--- config.mk ---
export PLATFORM = sky130hd
export DESIGN_NAME = boot_strap_latch
export DESIGN_NICKNAME = d
export VERILOG_FILES = /design/src/verilog/strap_pkg.sv /design/src/verilog/boot_strap_latch.sv /design/src/verilog/pin_sync.sv
export SDC_FILE = /design/constraint.sdc
export NUM_CORES = 1
export LEC_CHECK = 0
export BUFFER_PORTS_ARGS = -buffer_cell sky130_fd_sc_hd__buf_2
export CORE_MARGIN = 10
export CORE_UTILIZATION = 40
export DETAILED_ROUTE_END_ITERATION = 16
export PLACE_DENSITY = 0.7
export RECOVER_POWER = 100
export SETUP_SLACK_MARGIN = 0.2
export SLEW_MARGIN = 15
export SYNTH_ARGS = -nofsm -noshare
export SYNTH_HDL_FRONTEND = slang
export SYNTH_HIERARCHICAL = 1
export SYNTH_SLANG_ARGS = --single-unit
--- constraint.sdc ---
create_clock -name clock -period 1.6 [get_ports clock]
set_input_delay 0.32 -clock clock [delete_from_list [all_inputs] [get_ports clock]]
set_output_delay 0.32 -clock clock [all_outputs]
set_load 0.005 [all_outputs]
--- src/verilog/strap_pkg.sv ---
// Purpose: Shared constants and types for the boot strap latch
// Assumes: Avalon-MM register slave, 32-bit data, word addresses in bytes
// Notes:   Bit order of the strap word is fixed here and used everywhere
package strap_pkg;

  localparam int unsigned STRAP_COUNT = 5;
  localparam int unsigned ADDR_WIDTH  = 4;

  // Register byte offsets
  localparam logic [3:0] OFS_STRAP_STATUS = 4'h0;
  localparam logic [3:0] OFS_OVERRIDE     = 4'h4;
  localparam logic [3:0] OFS_EFFECTIVE    = 4'h8;

  // Strap word bit positions
  localparam int unsigned POS_SUPPLY   = 0;
  localparam int unsigned POS_BOOTSEL  = 1;
  localparam int unsigned POS_QUALIFY  = 2;
  localparam int unsigned POS_LOGTIME  = 3;
  localparam int unsigned POS_SDIOEDGE = 4;

  // Pull direction while in reset: 1 pulls up, 0 pulls down
  localparam logic [4:0] PULL_UP_MASK  = 5'h1A;

  // Override register fields
  localparam int unsigned POS_OVR_VOLT_EN  = 0;
  localparam int unsigned POS_OVR_VOLT     = 1;
  localparam int unsigned POS_OVR_EDGE_EN  = 2;
  localparam int unsigned POS_OVR_IN_EDGE  = 3;
  localparam int unsigned POS_OVR_OUT_EDGE = 4;
  localparam logic [4:0]  OVERRIDE_RESET   = 5'h00;

  // Effective settings register fields
  localparam int unsigned POS_EFF_VOLT     = 0;
  localparam int unsigned POS_EFF_DOWNLOAD = 1;
  localparam int unsigned POS_EFF_FLASH    = 2;
  localparam int unsigned POS_EFF_LOG      = 3;
  localparam int unsigned POS_EFF_IN_EDGE  = 4;
  localparam int unsigned POS_EFF_OUT_EDGE = 5;

  // Boot source decoded from straps
  typedef enum logic [1:0] {
    BOOT_FLASH,
    BOOT_DOWNLOAD,
    BOOT_UNDEFINED
  } boot_mode_t;

  // Settings decoded from the straps (and overrides)
  typedef struct packed {
    logic       supply18;
    boot_mode_t bootMode;
    logic       logEnable;
    logic       sdioInRise;
    logic       sdioOutRise;
  } boot_cfg_t;

endpackage

--- src/verilog/boot_strap_latch.sv ---
// Purpose: Latch strap pin levels at system reset and decode boot settings
// Assumes: One 50 MHz clock; resetn is the power-on / watchdog / brownout reset
// Notes:   Strap capture happens once per resetn release; overrides are firmware's
//
// Our own choices: the placing of the registers and register access over Avalon-MM.
`timescale 1ns/10ps

// Overview of operation
// - Sample strap levels during system reset
// - Hold captured bits until power down
// - One status register shows all five bits
// - Weak pulls enabled on straps during reset
// - Release pins to normal use after reset
// - Supply strap: 0 gives 3.3V, 1 1.8V
// - Boot-select 1 flash; both 0 download
// - Log strap 1 enables boot console log
// - Log and edge straps pick SDIO edges
// - Firmware may override voltage and SDIO edges
// - Module enable active high, low before capture holds reset
module boot_strap_latch
  import strap_pkg::*;
#(
  parameter int unsigned SETTLE_CYCLES = 4
) (
  input  wire logic                  clock,
  input  wire logic                  resetn,
  input  wire logic                  moduleEnable,
  // Strap pins, split into level in, level out and enable
  input  wire logic [STRAP_COUNT-1:0] strapPinIn,
  input  wire logic [STRAP_COUNT-1:0] funcPinOut,
  input  wire logic [STRAP_COUNT-1:0] funcPinOe,
  output logic      [STRAP_COUNT-1:0] strapPinOut,
  output logic      [STRAP_COUNT-1:0] strapPinOe,
  output logic      [STRAP_COUNT-1:0] pullUpEn,
  output logic      [STRAP_COUNT-1:0] pullDownEn,
  // Decoded settings
  output logic                       supply18Select,
  output logic                       bootFromFlash,
  output logic                       bootDownload,
  output logic                       consoleLogEnable,
  output logic                       consoleSerialOutSilent,
  output logic                       sdioInRise,
  output logic                       sdioOutRise,
  output logic                       strapValid,
  // Avalon-MM slave
  input  wire logic [ADDR_WIDTH-1:0] address,
  input  wire logic                  read,
  input  wire logic                  write,
  input  wire logic [31:0]           writedata,
  input  wire logic [3:0]            byteenable,
  output logic      [31:0]           readdata,
  output logic                       waitrequest
);

  // Capture sequencing
  typedef enum logic [1:0] {
    ST_SETTLE,
    ST_CAPTURE,
    ST_RUN
  } cap_state_t;

  logic [STRAP_COUNT-1:0] pinSync;
  logic [STRAP_COUNT-1:0] strap_ff;
  logic [4:0]             override_ff;
  logic [7:0]             settle_ff;
  logic                   enSync1_ff;
  logic                   enSync2_ff;
  logic                   respPending_ff;
  cap_state_t             state_ff;
  cap_state_t             nxt_state;
  boot_cfg_t              cfg;
  logic                   inReset;
  logic                   sysResetn;

  // Capture sequence after resetn release, edge by edge:
  //   edges 1-2   module enable passes its two sync stages
  //   edges 3-6   settle counter runs while pulls charge the pins
  //   edge 7      state moves to capture
  //   edge 8      synchronised pin levels land in strap_ff
  //   edge 9      strapValid and decoded settings appear
  // The enable sync stages cover the pin sync stages as well, so the
  // value taken is the level that stood with the pulls already on.
  // A shorter settle count still cannot take the sync reset value.
  //
  // Enable low before capture parks the block in the settle state.
  // Enable low after capture has no effect: only resetn re-arms it,
  // since the straps must survive until power is removed.
  //
  // Bus timing, one wait state per access:
  //   edge N      request first seen, waitrequest falls
  //   edge N+1    master sees waitrequest low; write lands here,
  //               read data already stands from edge N
  //   edge N+1    waitrequest also rises again here
  // A request still held at N+2 would start a second access, so
  // the master must drop it right after the completing edge.
  //
  // Hazards and limits:
  //   the status word is read-only; writes to it are dropped
  //   the log enable has no override, only voltage and SDIO edges
  //   overrides reach the decoded outputs one edge after landing
  //   the undefined boot code sets neither boot output
  //   unmapped offsets read as zero and ignore writes
  //
  // Trade-off: decoded outputs are flops, which costs one cycle of
  // latency but keeps every pin-facing output glitch free.

  // Module enable crosses in from a pin
  always_ff @(posedge clock or negedge resetn) begin
    if (!resetn) begin
      enSync1_ff <= 1'b0;
      enSync2_ff <= 1'b0;
    end else begin
      enSync1_ff <= moduleEnable;
      enSync2_ff <= enSync1_ff;
    end
  end

  // Low enable before capture keeps the block in its reset phase
  assign sysResetn = enSync2_ff;

  pin_sync #(
    .WIDTH (STRAP_COUNT)
  ) u_pin_sync (
    .clock   (clock),
    .resetn  (resetn),
    .pinIn   (strapPinIn),
    .pinSync (pinSync)
  );

  // Pulls stay on until the capture has been made
  assign inReset = (state_ff != ST_RUN);

  // Next capture state
  always_comb begin
    nxt_state = state_ff;
    case (state_ff)
      ST_SETTLE:  begin
        if (sysResetn && (settle_ff == 8'(SETTLE_CYCLES))) begin
          nxt_state = ST_CAPTURE;
        end
      end
      ST_CAPTURE: nxt_state = ST_RUN;
      ST_RUN:     nxt_state = ST_RUN;
      default:    nxt_state = ST_SETTLE;
    endcase
  end

  // Capture runs once per resetn release; enable low before capture re-enters reset phase
  always_ff @(posedge clock or negedge resetn) begin
    if (!resetn) begin
      state_ff <= ST_SETTLE;
    end else if (!sysResetn && state_ff != ST_RUN) begin
      state_ff <= ST_SETTLE;
    end else begin
      state_ff <= nxt_state;
    end
  end

  // Settle counter lets pulls and sync stages charge the pins first
  always_ff @(posedge clock or negedge resetn) begin
    if (!resetn) begin
      settle_ff <= 8'h00;
    end else if (state_ff != ST_SETTLE || !sysResetn) begin
      settle_ff <= 8'h00;
    end else if (settle_ff != 8'(SETTLE_CYCLES)) begin
      settle_ff <= settle_ff + 8'h01;
    end
  end

  // Straps are taken only in the capture state, then held
  always_ff @(posedge clock or negedge resetn) begin
    if (!resetn) begin
      strap_ff <= '0;
    end else if (state_ff == ST_CAPTURE) begin
      strap_ff <= pinSync;
    end
  end
  // Nothing else writes strap_ff, so later pin activity is ignored

  // Pulls active during reset phase, then pins go to their functions
  always_ff @(posedge clock or negedge resetn) begin
    if (!resetn) begin
      pullUpEn    <= PULL_UP_MASK;
      pullDownEn  <= ~PULL_UP_MASK;
      strapPinOut <= '0;
      strapPinOe  <= '0;
      strapValid  <= 1'b0;
    end else begin
      pullUpEn    <= inReset ? PULL_UP_MASK : '0;
      pullDownEn  <= inReset ? ~PULL_UP_MASK : '0;
      strapPinOut <= inReset ? '0 : funcPinOut;
      strapPinOe  <= inReset ? '0 : funcPinOe;
      strapValid  <= !inReset;
    end
  end

  // Decode latched straps, with firmware overrides on top
  always_comb begin
    cfg.supply18  = override_ff[POS_OVR_VOLT_EN] ? override_ff[POS_OVR_VOLT]
                                                 : strap_ff[POS_SUPPLY];
    if (strap_ff[POS_BOOTSEL]) begin
      cfg.bootMode = BOOT_FLASH;
    end else if (!strap_ff[POS_QUALIFY]) begin
      cfg.bootMode = BOOT_DOWNLOAD;
    end else begin
      cfg.bootMode = BOOT_UNDEFINED;
    end
    cfg.logEnable = strap_ff[POS_LOGTIME];
    if (override_ff[POS_OVR_EDGE_EN]) begin
      cfg.sdioInRise  = override_ff[POS_OVR_IN_EDGE];
      cfg.sdioOutRise = override_ff[POS_OVR_OUT_EDGE];
    end else begin
      cfg.sdioInRise  = strap_ff[POS_LOGTIME];
      cfg.sdioOutRise = strap_ff[POS_SDIOEDGE];
    end
  end

  // Registered settings outputs; quiet until capture is done
  always_ff @(posedge clock or negedge resetn) begin
    if (!resetn) begin
      supply18Select         <= 1'b0;
      bootFromFlash          <= 1'b0;
      bootDownload           <= 1'b0;
      consoleLogEnable       <= 1'b0;
      consoleSerialOutSilent <= 1'b1;
      sdioInRise             <= 1'b0;
      sdioOutRise            <= 1'b0;
    end else if (!inReset) begin
      supply18Select         <= cfg.supply18;
      bootFromFlash          <= (cfg.bootMode == BOOT_FLASH);
      bootDownload           <= (cfg.bootMode == BOOT_DOWNLOAD);
      consoleLogEnable       <= cfg.logEnable;
      consoleSerialOutSilent <= !cfg.logEnable;
      sdioInRise             <= cfg.sdioInRise;
      sdioOutRise            <= cfg.sdioOutRise;
    end
  end

  // Override register; only the low byte lane carries fields
  always_ff @(posedge clock or negedge resetn) begin
    if (!resetn) begin
      override_ff <= OVERRIDE_RESET;
    end else if (write && !waitrequest && address == OFS_OVERRIDE && byteenable[0]) begin
      override_ff <= writedata[4:0];
    end
  end
  // Writes to the status offset fall through unused

  // One wait state per access: waitrequest drops the cycle after request
  always_ff @(posedge clock or negedge resetn) begin
    if (!resetn) begin
      respPending_ff <= 1'b0;
    end else begin
      respPending_ff <= (read || write) && !respPending_ff;
    end
  end

  // waitrequest is registered so the output stays a flop
  always_ff @(posedge clock or negedge resetn) begin
    if (!resetn) begin
      waitrequest <= 1'b1;
    end else begin
      waitrequest <= !((read || write) && !respPending_ff);
    end
  end

  // Read data prepared with the wait-state; unmapped reads give zero
  always_ff @(posedge clock or negedge resetn) begin
    if (!resetn) begin
      readdata <= 32'h0000_0000;
    end else if (read && !respPending_ff) begin
      case (address)
        OFS_STRAP_STATUS: readdata <= {27'h0, strap_ff};
        OFS_OVERRIDE:     readdata <= {27'h0, override_ff};
        OFS_EFFECTIVE:    readdata <= {26'h0, cfg.sdioOutRise, cfg.sdioInRise, cfg.logEnable,
                                       (cfg.bootMode == BOOT_FLASH),
                                       (cfg.bootMode == BOOT_DOWNLOAD), cfg.supply18};
        default:          readdata <= 32'h0000_0000;
      endcase
    end
  end

endmodule

--- src/verilog/pin_sync.sv ---
// Purpose: Two-flop synchroniser for a group of pin levels
// Assumes: Pins are asynchronous to clock
// Notes:   First stage is read only by the second stage
`timescale 1ns/10ps
module pin_sync #(
  parameter int unsigned WIDTH = 5
) (
  input  wire logic             clock,
  input  wire logic             resetn,
  input  wire logic [WIDTH-1:0] pinIn,
  output logic      [WIDTH-1:0] pinSync
);

  logic [WIDTH-1:0] stage1_ff;

  // Plain double flop, reset to zero
  always_ff @(posedge clock or negedge resetn) begin
    if (!resetn) begin
      stage1_ff <= '0;
      pinSync   <= '0;
    end else begin
      stage1_ff <= pinIn;
      pinSync   <= stage1_ff;
    end
  end

endmodule

==> flow_summary_export.csv, run 1 <==
group,metric,value,unit
outcome,outcome,"finished clean",
drt,drt-initial-drc-count,46,
logic_synthesis,synth.largest_area_cell,"dfrtp_1",
logic_synthesis,synth_seq_area_share,56.2,%
pwr,p_int,3.08,mW
logic_synthesis,yosysWarnings,6,
sta,fmax,722,MHz
critical_path,crit_arrival,1.65,ns
cells_and_area,n_antenna_cell,0,
floorplan,row_count,29,
logic_synthesis,synth_top_area_share,53.2,%
pwr,comb_power_share,21.6,%
cells_and_area,final_cells,373,
critical_path,cp_max_fo,4,
floorplan,die_w,101,um
sta,slew_viol_final,0,
pwr,p_clk_share,33.9,%
grt,grt_usage,10.9,%
cts,cts_made_buffers,9,
logic_synthesis,synth_seq_cells,59,
sta,setup_tns,0,ns
sta,period_share,86.6,%
sta,hold_viol_final,0,
sta,grt_setup_unrepaired,"yes",
sta,finalSetupViolations,0,
cells_and_area,fin_nets,357,
run,max_cap_violations,0,
grt,grt_pass1_vias,1829,
pwr,p_sw,1.27,mW
critical_path,critPathTopFamily,"simple AND/OR/NAND/NOR gates",
placement,io_buffers,59,
cells_and_area,design_area,0.00316,mm2
logic_synthesis,avgSynthCellArea,12.1,um2
critical_path,path_buf_inv,1,
hold_path,min_path_type,"input port to flop",
cts,cts_root_buffer,"clkbuf_8",
drt,drc,0,
critical_path,regToRegSetupSlack,0.22,ns
sta,finalCriticalPeriod,1.38,ns
logic_synthesis,synth_area_leaders,"dfrtp_1 (53%), buf_4 (10%), mux2i_1 (3.8%)",
drt,ant_nets,0,
cells_and_area,nFillCells,609,
drt,wirelength,5400,um
pwr,switching_share,29.2,%
critical_path,critical_path.endpoint_type,"flop",
sta,finalClockSkew,0.0110,ns
placement,place.gp.congestion,0.782,
cts,clockBufferDepth,2,
logic_synthesis,synth.distinct_cells,40,
drt,avgRoutedWirePerCell,14.5,um
critical_path,critPathMaxStageDelay,0.37,ns
critical_path,crit_type,"flop to flop",
grt,overflow,0,
placement,dp_cells,353,
grt,antenna_found_initial,0,
cells_and_area,regArea,0.00148,mm2
cts,cts_max_level,3,
drt,dr_total_vias,1725,
logic_synthesis,synth_area,0.00263,mm2
cts,path_clk_slew,0.07,ns
floorplan,dieArea,0.0102,mm2
grt,grt_util_met1,10.4,%
cells_and_area,multiInputGateArea,981,um2
critical_path,crit_required,1.87,ns
cts,tritoncts,"done",
cells_and_area,utilization,49.5,%
placement,place_area,0.00293,mm2
logic_synthesis,syn_inst,218,
placement,dp_hpwl,4120,um
floorplan,fp.dieH,101,um
floorplan,initial_core_util,41.2,%
sta,tightest_slew,0.648,ns
logic_synthesis,async_reset_ff_share,100,%
grt,grt_use_met3,5.65,%
pwr,p_seq_share,44.4,%
cells_and_area,syn_to_final_growth,20.1,%
logic_synthesis,synth-edff-count,0,
grt,grt_use_met2,18.8,%
drt,avgViaCountPerCell,4.62,
cells_and_area,drive_gt1_share,26.4,%
pwr,ir_drop,0.793,mV
drt,drt_first_pass_iters,4,
cts,clkSinkCount,59,
cts,worstSkewPairLatency,0.35,ns
critical_path,crit_chain,"clkbuf_1, ha_2, nand2_1, or3_1, a21oi_1",
pwr,powerDensity,1370,mW/mm2
grt,top_usage_layer,"met2",
floorplan,core,0.00639,mm2
critical_path,start_kind,"flop",
pwr,power_leakage,1.50,nW
grt,grt_max_degree,27,
sta,hold_ws,0.0803,ns
grt,grt_pass1_wl,8650,um
logic_synthesis,synth-main-ff-cell,"dfrtp_1",
critical_path,critPathSlowestCell,"dfrtp_1",
sta,slew_headroom,56.8,%
floorplan,ioPinCount,121,
sequential cells by signal, summed over array words and instances, names as in the netlist, 2 cells and up:
register and cells:
readdata 6, u_pin_sync/pinSync 5, settle_ff 8, state_ff 2, strapPinOe 5, u_pin_sync/stage1_ff 5, strap_ff 5, override_ff 5
strapPinOut 5
layout by cell type (no fill, tap or decap), types with 7 or more instances in the layout:
master / synthesis / layout
dfrtp_1: 56 / 55
buf_2: 2 / 32
conb_1: 1 / 31
clkbuf_1: 2 / 30
mux2i_1: 10 / 10
nand2_1: 10 / 10
o21ai_0: 9 / 9
clkbuf_8: 0 / 9
nor2_1: 7 / 8
a21oi_1: 8 / 7
area by class of cell:
cell class                      instances  area share, %
Inverter                                8          0.949
Clock inverter                          6           2.85
Multi-Input combinational cell        141           31.0
Timing Repair Buffer                   72           11.3
Tap cell                               77           3.04
Sequential cell                        59           46.8
Clock buffer                           10           4.03
path summary, 6_finish.rpt:
kind	start	endpoint	cells after the start
setup / recovery	settle_ff[0]	settle_ff[6]	5
hold reg to reg	u_pin_sync/stage1_ff[2]	u_pin_sync/pinSync[2]	0
setup reg to reg	settle_ff[0]	settle_ff[6]	5
hold / removal	strapPinIn[3]	u_pin_sync/stage1_ff[3]	1
max in group asynchronous	resetn	consoleSerialOutSilent	3
min in group asynchronous	resetn	override_ff[3]	2
power groups by stage:
| stage | logic, mW | registers, mW | clock network (mW) |
|---|---|---|---|
| after floorplan | 0.597 | 1.91 | 0 |
| after global placement | 0.832 | 1.95 | 0 |
| after detailed placement | 0.859 | 1.97 | 0 |
| after CTS | 0.932 | 1.93 | 1.52 |
| after global routing | 1.08 | 1.97 | 1.59 |
| final | 0.942 | 1.93 | 1.48 |
cells by family after synthesis:
group	share of synthesized area [%]
compound gates	8.74
xor+xnor	0.333
fa+ha+maj	2.85
buf+inv	12.2
flops	56.2
mux	8.50
other cells	0.142
simple gates	11.0
per-stage QoR:
stage	setup slack [ns]	power (mW)
floorplan	0.222	2.51
global placement	0.0945	2.79
detailed placement	0.0753	2.83
CTS	0.196	4.38
global route	0.0847	4.64
finish	0.215	4.35
layer usage:
metal | routed length (um) | part of all wire [%]
met1 | 1980 | 37
met5 | 0 | 0
met2 | 2800 | 52
met4 | 85 | 1.6
met3 | 532 | 9.9
what timing repair did:
item / CTS / global route
hold buffers: 1 / 0
resized for setup: 4 / 11
cloned: 0 / 0
hold endpoints to repair: 8 / 0
buffers inserted: 2 / 1
setup endpoints to repair: 6 / 13
pin swaps: 1 / 5
synthesized netlist by cell type (2+ instances only):
cell type,count
a22o_1,4
or3_1,4
buf_4,35
dfstp_2,3
and2_1,10
mux2_2,6
nand2_1,10
inv_1,8
nand3_1,6
nor2_1,7
nand4_1,2
clkbuf_1,2
mux2i_1,10
mux2_1,5
ha_1,6
dfrtp_1,56
o22ai_1,2
o31ai_1,2
nand4b_1,2
nand2b_1,2
a21oi_1,8
o21ai_0,9
buf_2,2
(Power assumes the default switching activity.)
==> inputs of run 2 (changes only) <==
==> constraint.sdc (replaced) <==
create_clock -name clock -period 1.6 [get_ports clock]
set_input_delay 0.16 -clock clock [delete_from_list [all_inputs] [get_ports clock]]
set_output_delay 0.16 -clock clock [all_outputs]
set_load 0.005 [all_outputs]
==> run 2 against run 1 <==
Compared with the run above:
- clock-buffer cell count down 1
- non-clock buffer count up 3
- cell area unchanged
- clock skew down 0.0065 ns
- critical path type unchanged
- worst setup slack worse by 0.026 ns
- utilization unchanged
==> flow_summary_export.csv, run 2 (synthesis results as in run 1) <==
group,metric,value,unit
critical_path,endpoint,"state_ff[1]",
sta,tightest_slew,0.771,ns
cts,clockBufferDepth,2,
cts,cts_made_buffers,9,
cells_and_area,top_register,"settle_ff",
sta,finalClockSkew,0.00448,ns
cts,cts_max_level,3,
critical_path,path_buf_inv,2,
cts,clkSinkCount,59,
cells_and_area,utilization,49.5,%
sta,grt_setup_unrepaired,"yes",
placement,place.gp.congestion,0.774,
critical_path,r2r-end,"state_ff[1]",
drt,ant_nets,0,
floorplan,core,0.00639,mm2
grt,grt_pass1_vias,1819,
cells_and_area,final_cell_mix,"dfrtp_1 (55), buf_2 (32), conb_1 (31), clkbuf_1 (31)",
cells_and_area,drive_gt1_share,24.4,%
critical_path,critPathTopFamily,"flip-flops",
floorplan,row_count,29,
cts,worstSkewPairLatency,0.34,ns
grt,grt_max_degree,60,
pwr,power_leakage,1.50,nW
sta,slew_headroom,48.6,%
cells_and_area,nFillCells,602,
floorplan,die_w,101,um
pwr,p_clk_share,32.5,%
run,max_cap_violations,0,
cells_and_area,largest_register_ffs,8,
critical_path,r2r_cells,5,
grt,grt_usage,10.7,%
sta,hold_viol_final,0,
critical_path,cp_max_fo,4,
critical_path,crit_arrival,1.67,ns
cells_and_area,n_antenna_cell,0,
cells_and_area,syn_to_final_growth,20.1,%
floorplan,ioPinCount,121,
hold_path,min_path_type,"input port to flop",
outcome,outcome,"finished clean",
floorplan,fp.dieH,101,um
pwr,p_int,2.91,mW
critical_path,crit_start,"state_ff[0]",
drt,avgRoutedWirePerCell,14.2,um
pwr,comb_power_share,21.5,%
cts,path_clk_slew,0.07,ns
critical_path,critPathMaxStageDelay,0.39,ns
drt,dr_total_vias,1710,
grt,overflow,0,
drt,drt_first_pass_iters,4,
sta,period_share,88.2,%
drt,drt-initial-drc-count,60,
cells_and_area,layout_commonest_cell,"dfrtp_1",
sta,finalSetupViolations,0,
drt,drc,0,
sta,slew_viol_final,0,
critical_path,crit_type,"flop to flop",
grt,grt_pass1_wl,8560,um
cts,tritoncts,"done",
pwr,powerDensity,1330,mW/mm2
floorplan,dieArea,0.0102,mm2
critical_path,r2r_start,"state_ff[0]",
sta,finalCriticalPeriod,1.41,ns
sta,setup_tns,0,ns
pwr,ir_drop,0.875,mV
sta,fmax,709,MHz
drt,wirelength,5330,um
pwr,switching_share,30.7,%
critical_path,crit_chain,"inv_1, ha_1, inv_1, a41oi_1, mux2i_1",
cells_and_area,reg.largest.list,"settle_ff (8), readdata (6)",
placement,io_buffers,59,
floorplan,initial_core_util,41.2,%
critical_path,crit_top_cell,"inv_1",
drt,avgViaCountPerCell,4.55,
grt,antenna_found_initial,0,
pwr,p_seq_share,46.0,%
critical_path,crit_required,1.86,ns
pwr,power,4.19,mW
pwr,p_sw,1.29,mW
critical_path,regToRegSetupSlack,0.19,ns
critical_path,critical_path.endpoint_type,"flop",
critical_path,worst-path-stages,5,
cells_and_area,fin_nets,360,
placement,dp_hpwl,3920,um
cts,cts_root_buffer,"clkbuf_8",
critical_path,start_kind,"flop",
critical_path,critPathSlowestCell,"dfrtp_1",
[run 2: how the worst min path moves through the flow]
stage	start	to	slack, ns	depth (start not counted)
6_report	funcPinOe[3]	strapPinOe[3]	0.03	2
3_3_place_gp	resetn	respPending_ff	0.18	2
3_5_place_dp	resetn	respPending_ff	0.19	2
5_1_grt	writedata[3]	override_ff[3]	0.02	2
4_1_cts	writedata[3]	override_ff[3]	0.01	2
2_1_floorplan	resetn	bootDownload	-0.14	0
[run 2: routing by layer]
metal / wire length, um / vias up / track usage (%)
met5: 0 / - / 0
met3: 589 / 7 / 6.40
li1: - / 842 / -
met4: 58 / 0 / 3.86
met1: 2070 / 795 / 11.0
met2: 2610 / 66 / 17.5
[run 2: final cells by class]
cell class                 instances  area [um2]  area share (%)
clock buffer                       9         124            3.91
clock inverter                     7        77.6            2.45
multi-input combinational        141         971            30.7
tap                               77        96.3            3.04
inverter                           8        30.0           0.949
sequential                        59        1480            46.8
timing repair buffer              75         384            12.1
[run 2: per-stage QoR]
| step | instances | hold WS (ns) | worst slack, ns | area, um2 |
|---|---|---|---|---|
| 6_report | 376 | 0.0291 | 0.189 | 3160 |
| 5_1_grt | 376 | 0.0153 | 0.0937 | 3160 |
| 4_1_cts | 376 | 0.0122 | 0.210 | 3210 |
| 3_5_place_dp | 350 | 0.188 | 0.155 | 2900 |
| 3_3_place_gp | 350 | 0.185 | 0.158 | 2900 |
| 2_1_floorplan | 248 | -0.136 | 0.240 | 2750 |
[run 2: repair_timing]
| action | 4_1_cts | 5_1_grt |
|---|---|---|
| resized for setup | 2 | 10 |
| endpoints found under the setup margin | 6 | 12 |
| setup buffers | 3 | 0 |
| pin swaps | 0 | 7 |
| endpoints found under the hold margin | 62 | 0 |
| hold buffers | 7 | 0 |
| gates cloned | 0 | 0 |
[run 2: power groups by stage]
stage	logic (mW)	clock network (mW)	registers, mW
after floorplan	0.597	0	1.91
after global placement	0.820	0	1.96
after detailed placement	0.850	0	1.96
after CTS	0.947	1.40	1.93
after global routing	1.03	1.47	1.97
final	0.901	1.36	1.93
[run 2: worst register-to-register path, delay by kind of cell, from the launching register on]
family	cells	cell delay (ns)
multiplexers	1	0.23
AO/OA/AOI/OAI	1	0.27
flip-flops	1	0.39
adder cells (fa/ha/maj)	1	0.24
buffers and inverters	2	0.19
==> inputs of run 3 (changes only) <==
--- a/config.mk
+++ b/config.mk
@@ -5,10 +5,12 @@
 export SDC_FILE = /design/constraint.sdc
 export NUM_CORES = 1
 export LEC_CHECK = 0
+export ABC_CLOCK_PERIOD_IN_PS = 1600
 export BUFFER_PORTS_ARGS = -buffer_cell sky130_fd_sc_hd__buf_2
 export CORE_MARGIN = 10
 export CORE_UTILIZATION = 40
 export DETAILED_ROUTE_END_ITERATION = 16
+export HOLD_SLACK_MARGIN = 0.03
 export PLACE_DENSITY = 0.7
 export RECOVER_POWER = 100
 export SETUP_SLACK_MARGIN = 0.2
==> constraint.sdc (replaced) <==
create_clock -name clock -period 1.6 [get_ports clock]
set_input_delay 0.16 -clock clock [delete_from_list [all_inputs] [get_ports clock]]
set_output_delay 0.16 -clock clock [all_outputs]
set_load 0.05 [all_outputs]
==> run 3 against run 2 <==
Compared with the run above:
- utilization up 1.6 points
- die area unchanged
- worst hold slack better by 0.012 ns
- critical endpoint unchanged
- largest cell class unchanged
==> flow_summary_export.csv, run 3 (synthesis results as in run 1) <==
group,metric,value,unit
grt,grt_use_met3,6.33,%
hold_path,whs_path_depth,2,
floorplan,core,0.00639,mm2
cells_and_area,drive_gt1_share,25.2,%
sta,hold_ws,0.0410,ns
grt,top_usage_layer,"met2",
critical_path,r2r_cells,5,
grt,overflow,0,
grt,grt_pass1_wl,8740,um
cells_and_area,layout_commonest_cell,"dfrtp_1",
cts,path_clk_slew,0.07,ns
critical_path,regToRegSetupSlack,0.19,ns
sta,finalCriticalPeriod,1.41,ns
pwr,powerDensity,1440,mW/mm2
drt,dr_total_vias,1759,
placement,place.gp.congestion,0.774,
sta,slew_headroom,48.8,%
floorplan,fp.dieH,101,um
grt,grt_max_degree,60,
outcome,outcome,"finished clean",
cts,cts_made_buffers,9,
critical_path,crit_chain,"inv_1, ha_1, inv_1, a41oi_1, mux2i_1",
critical_path,crit_required,1.86,ns
grt,antenna_found_initial,0,
placement,dp_hpwl,3920,um
drt,drt_first_pass_iters,4,
critical_path,crit_type,"flop to flop",
floorplan,die_w,101,um
pwr,power,4.71,mW
cts,tritoncts,"done",
sta,tightest_slew,0.767,ns
floorplan,row_count,29,
sta,grt_setup_unrepaired,"yes",
drt,ant_nets,0,
drt,wirelength,5400,um
placement,io_buffers,59,
sta,finalSetupViolations,0,
critical_path,critical_path.endpoint_type,"flop",
drt,drc,0,
grt,grt_usage,10.9,%
floorplan,initial_core_util,41.2,%
run,max_cap_violations,0,
critical_path,path_buf_inv,2,
cells_and_area,fin_nets,370,
critical_path,start_kind,"flop",
sta,slew_viol_final,0,
critical_path,crit_arrival,1.67,ns
critical_path,critPathSlowestCell,"dfrtp_1",
cells_and_area,top_register,"settle_ff",
cts,worstSkewPairLatency,0.34,ns
pwr,ir_drop,0.883,mV
cts,clockBufferDepth,2,
sta,finalClockSkew,0.00443,ns
cells_and_area,syn_to_final_growth,24.1,%
sta,setup_tns,0,ns
critical_path,worst-path-stages,5,
cells_and_area,n_antenna_cell,0,
critical_path,critPathMaxStageDelay,0.40,ns
floorplan,ioPinCount,121,
sta,hold_viol_final,0,
floorplan,dieArea,0.0102,mm2
cells_and_area,utilization,51.2,%
cells_and_area,final_cell_mix,"dfrtp_1 (55), conb_1 (31), buf_2 (29)",
cells_and_area,reg.largest.list,"settle_ff (8), readdata (6)",
critical_path,crit_top_cell,"inv_1",
cts,cts_root_buffer,"clkbuf_8",
critical_path,cp_max_fo,4,
drt,avgRoutedWirePerCell,14.0,um
sta,fmax,708,MHz
drt,drt-initial-drc-count,52,
grt,grt_util_met1,11.1,%
grt,grt_use_met2,18.1,%
critical_path,critPathTopFamily,"flip-flops",
drt,avgViaCountPerCell,4.56,
cts,clkSinkCount,59,
sta,period_share,88.3,%
grt,grt_pass1_vias,1833,
hold_path,min_path_type,"input port to flop",
cts,cts_max_level,3,
pwr,power_leakage,1.55,nW
cells_and_area,largest_register_ffs,8,
run 3: report_power, final:
group          total [mW]  switching (mW)  leakage [nW]  internal [mW]
Clock                1.36           0.634        0.0998          0.728
Sequential           1.93           0.194         0.762           1.74
Combinational        1.42           0.956         0.688          0.462
run 3: final cells by class:
cell class,count,area [um2]
Multi-Input combinational cell,141,971
Sequential cell,59,1480
Timing Repair Buffer,85,489
Fill cell,591,3120
Clock inverter,7,77.6
Clock buffer,9,124
Tap cell,77,96.3
Inverter,8,30.0
run 3: worst paths after layout:
| path | end | from |
|---|---|---|
| setup / recovery | state_ff[1] | state_ff[0] |
| hold / removal | strapPinOe[2] | funcPinOe[2] |
| setup reg to reg | state_ff[1] | state_ff[0] |
| hold reg to reg | u_pin_sync/pinSync[2] | u_pin_sync/stage1_ff[2] |
| max in group asynchronous | settle_ff[2] | resetn |
| min in group asynchronous | readdata[3] | resetn |
run 3: stage by stage:
step,setup WS (ns),instance area (um2),std cells
3_3_place_gp,0.158,2900,350
4_1_cts,0.210,3310,386
6_report,0.188,3270,386
5_1_grt,0.0937,3270,386
3_5_place_dp,0.155,2900,350
2_1_floorplan,0.240,2750,248
run 3: repair_timing:
action	4_1_cts	5_1_grt
buffers inserted	3	0
pin swaps	0	7
resized for setup	2	10
hold buffers	17	0
setup endpoints to repair	6	12
endpoints found under the hold margin	72	0
run 3: routing by layer:
metal  wire length, um  vias to the layer above
met1              2050                      822
met2              2680                       68
met3               607                        7
li1                  -                      862
met5                 0                        -
met4                58                        0
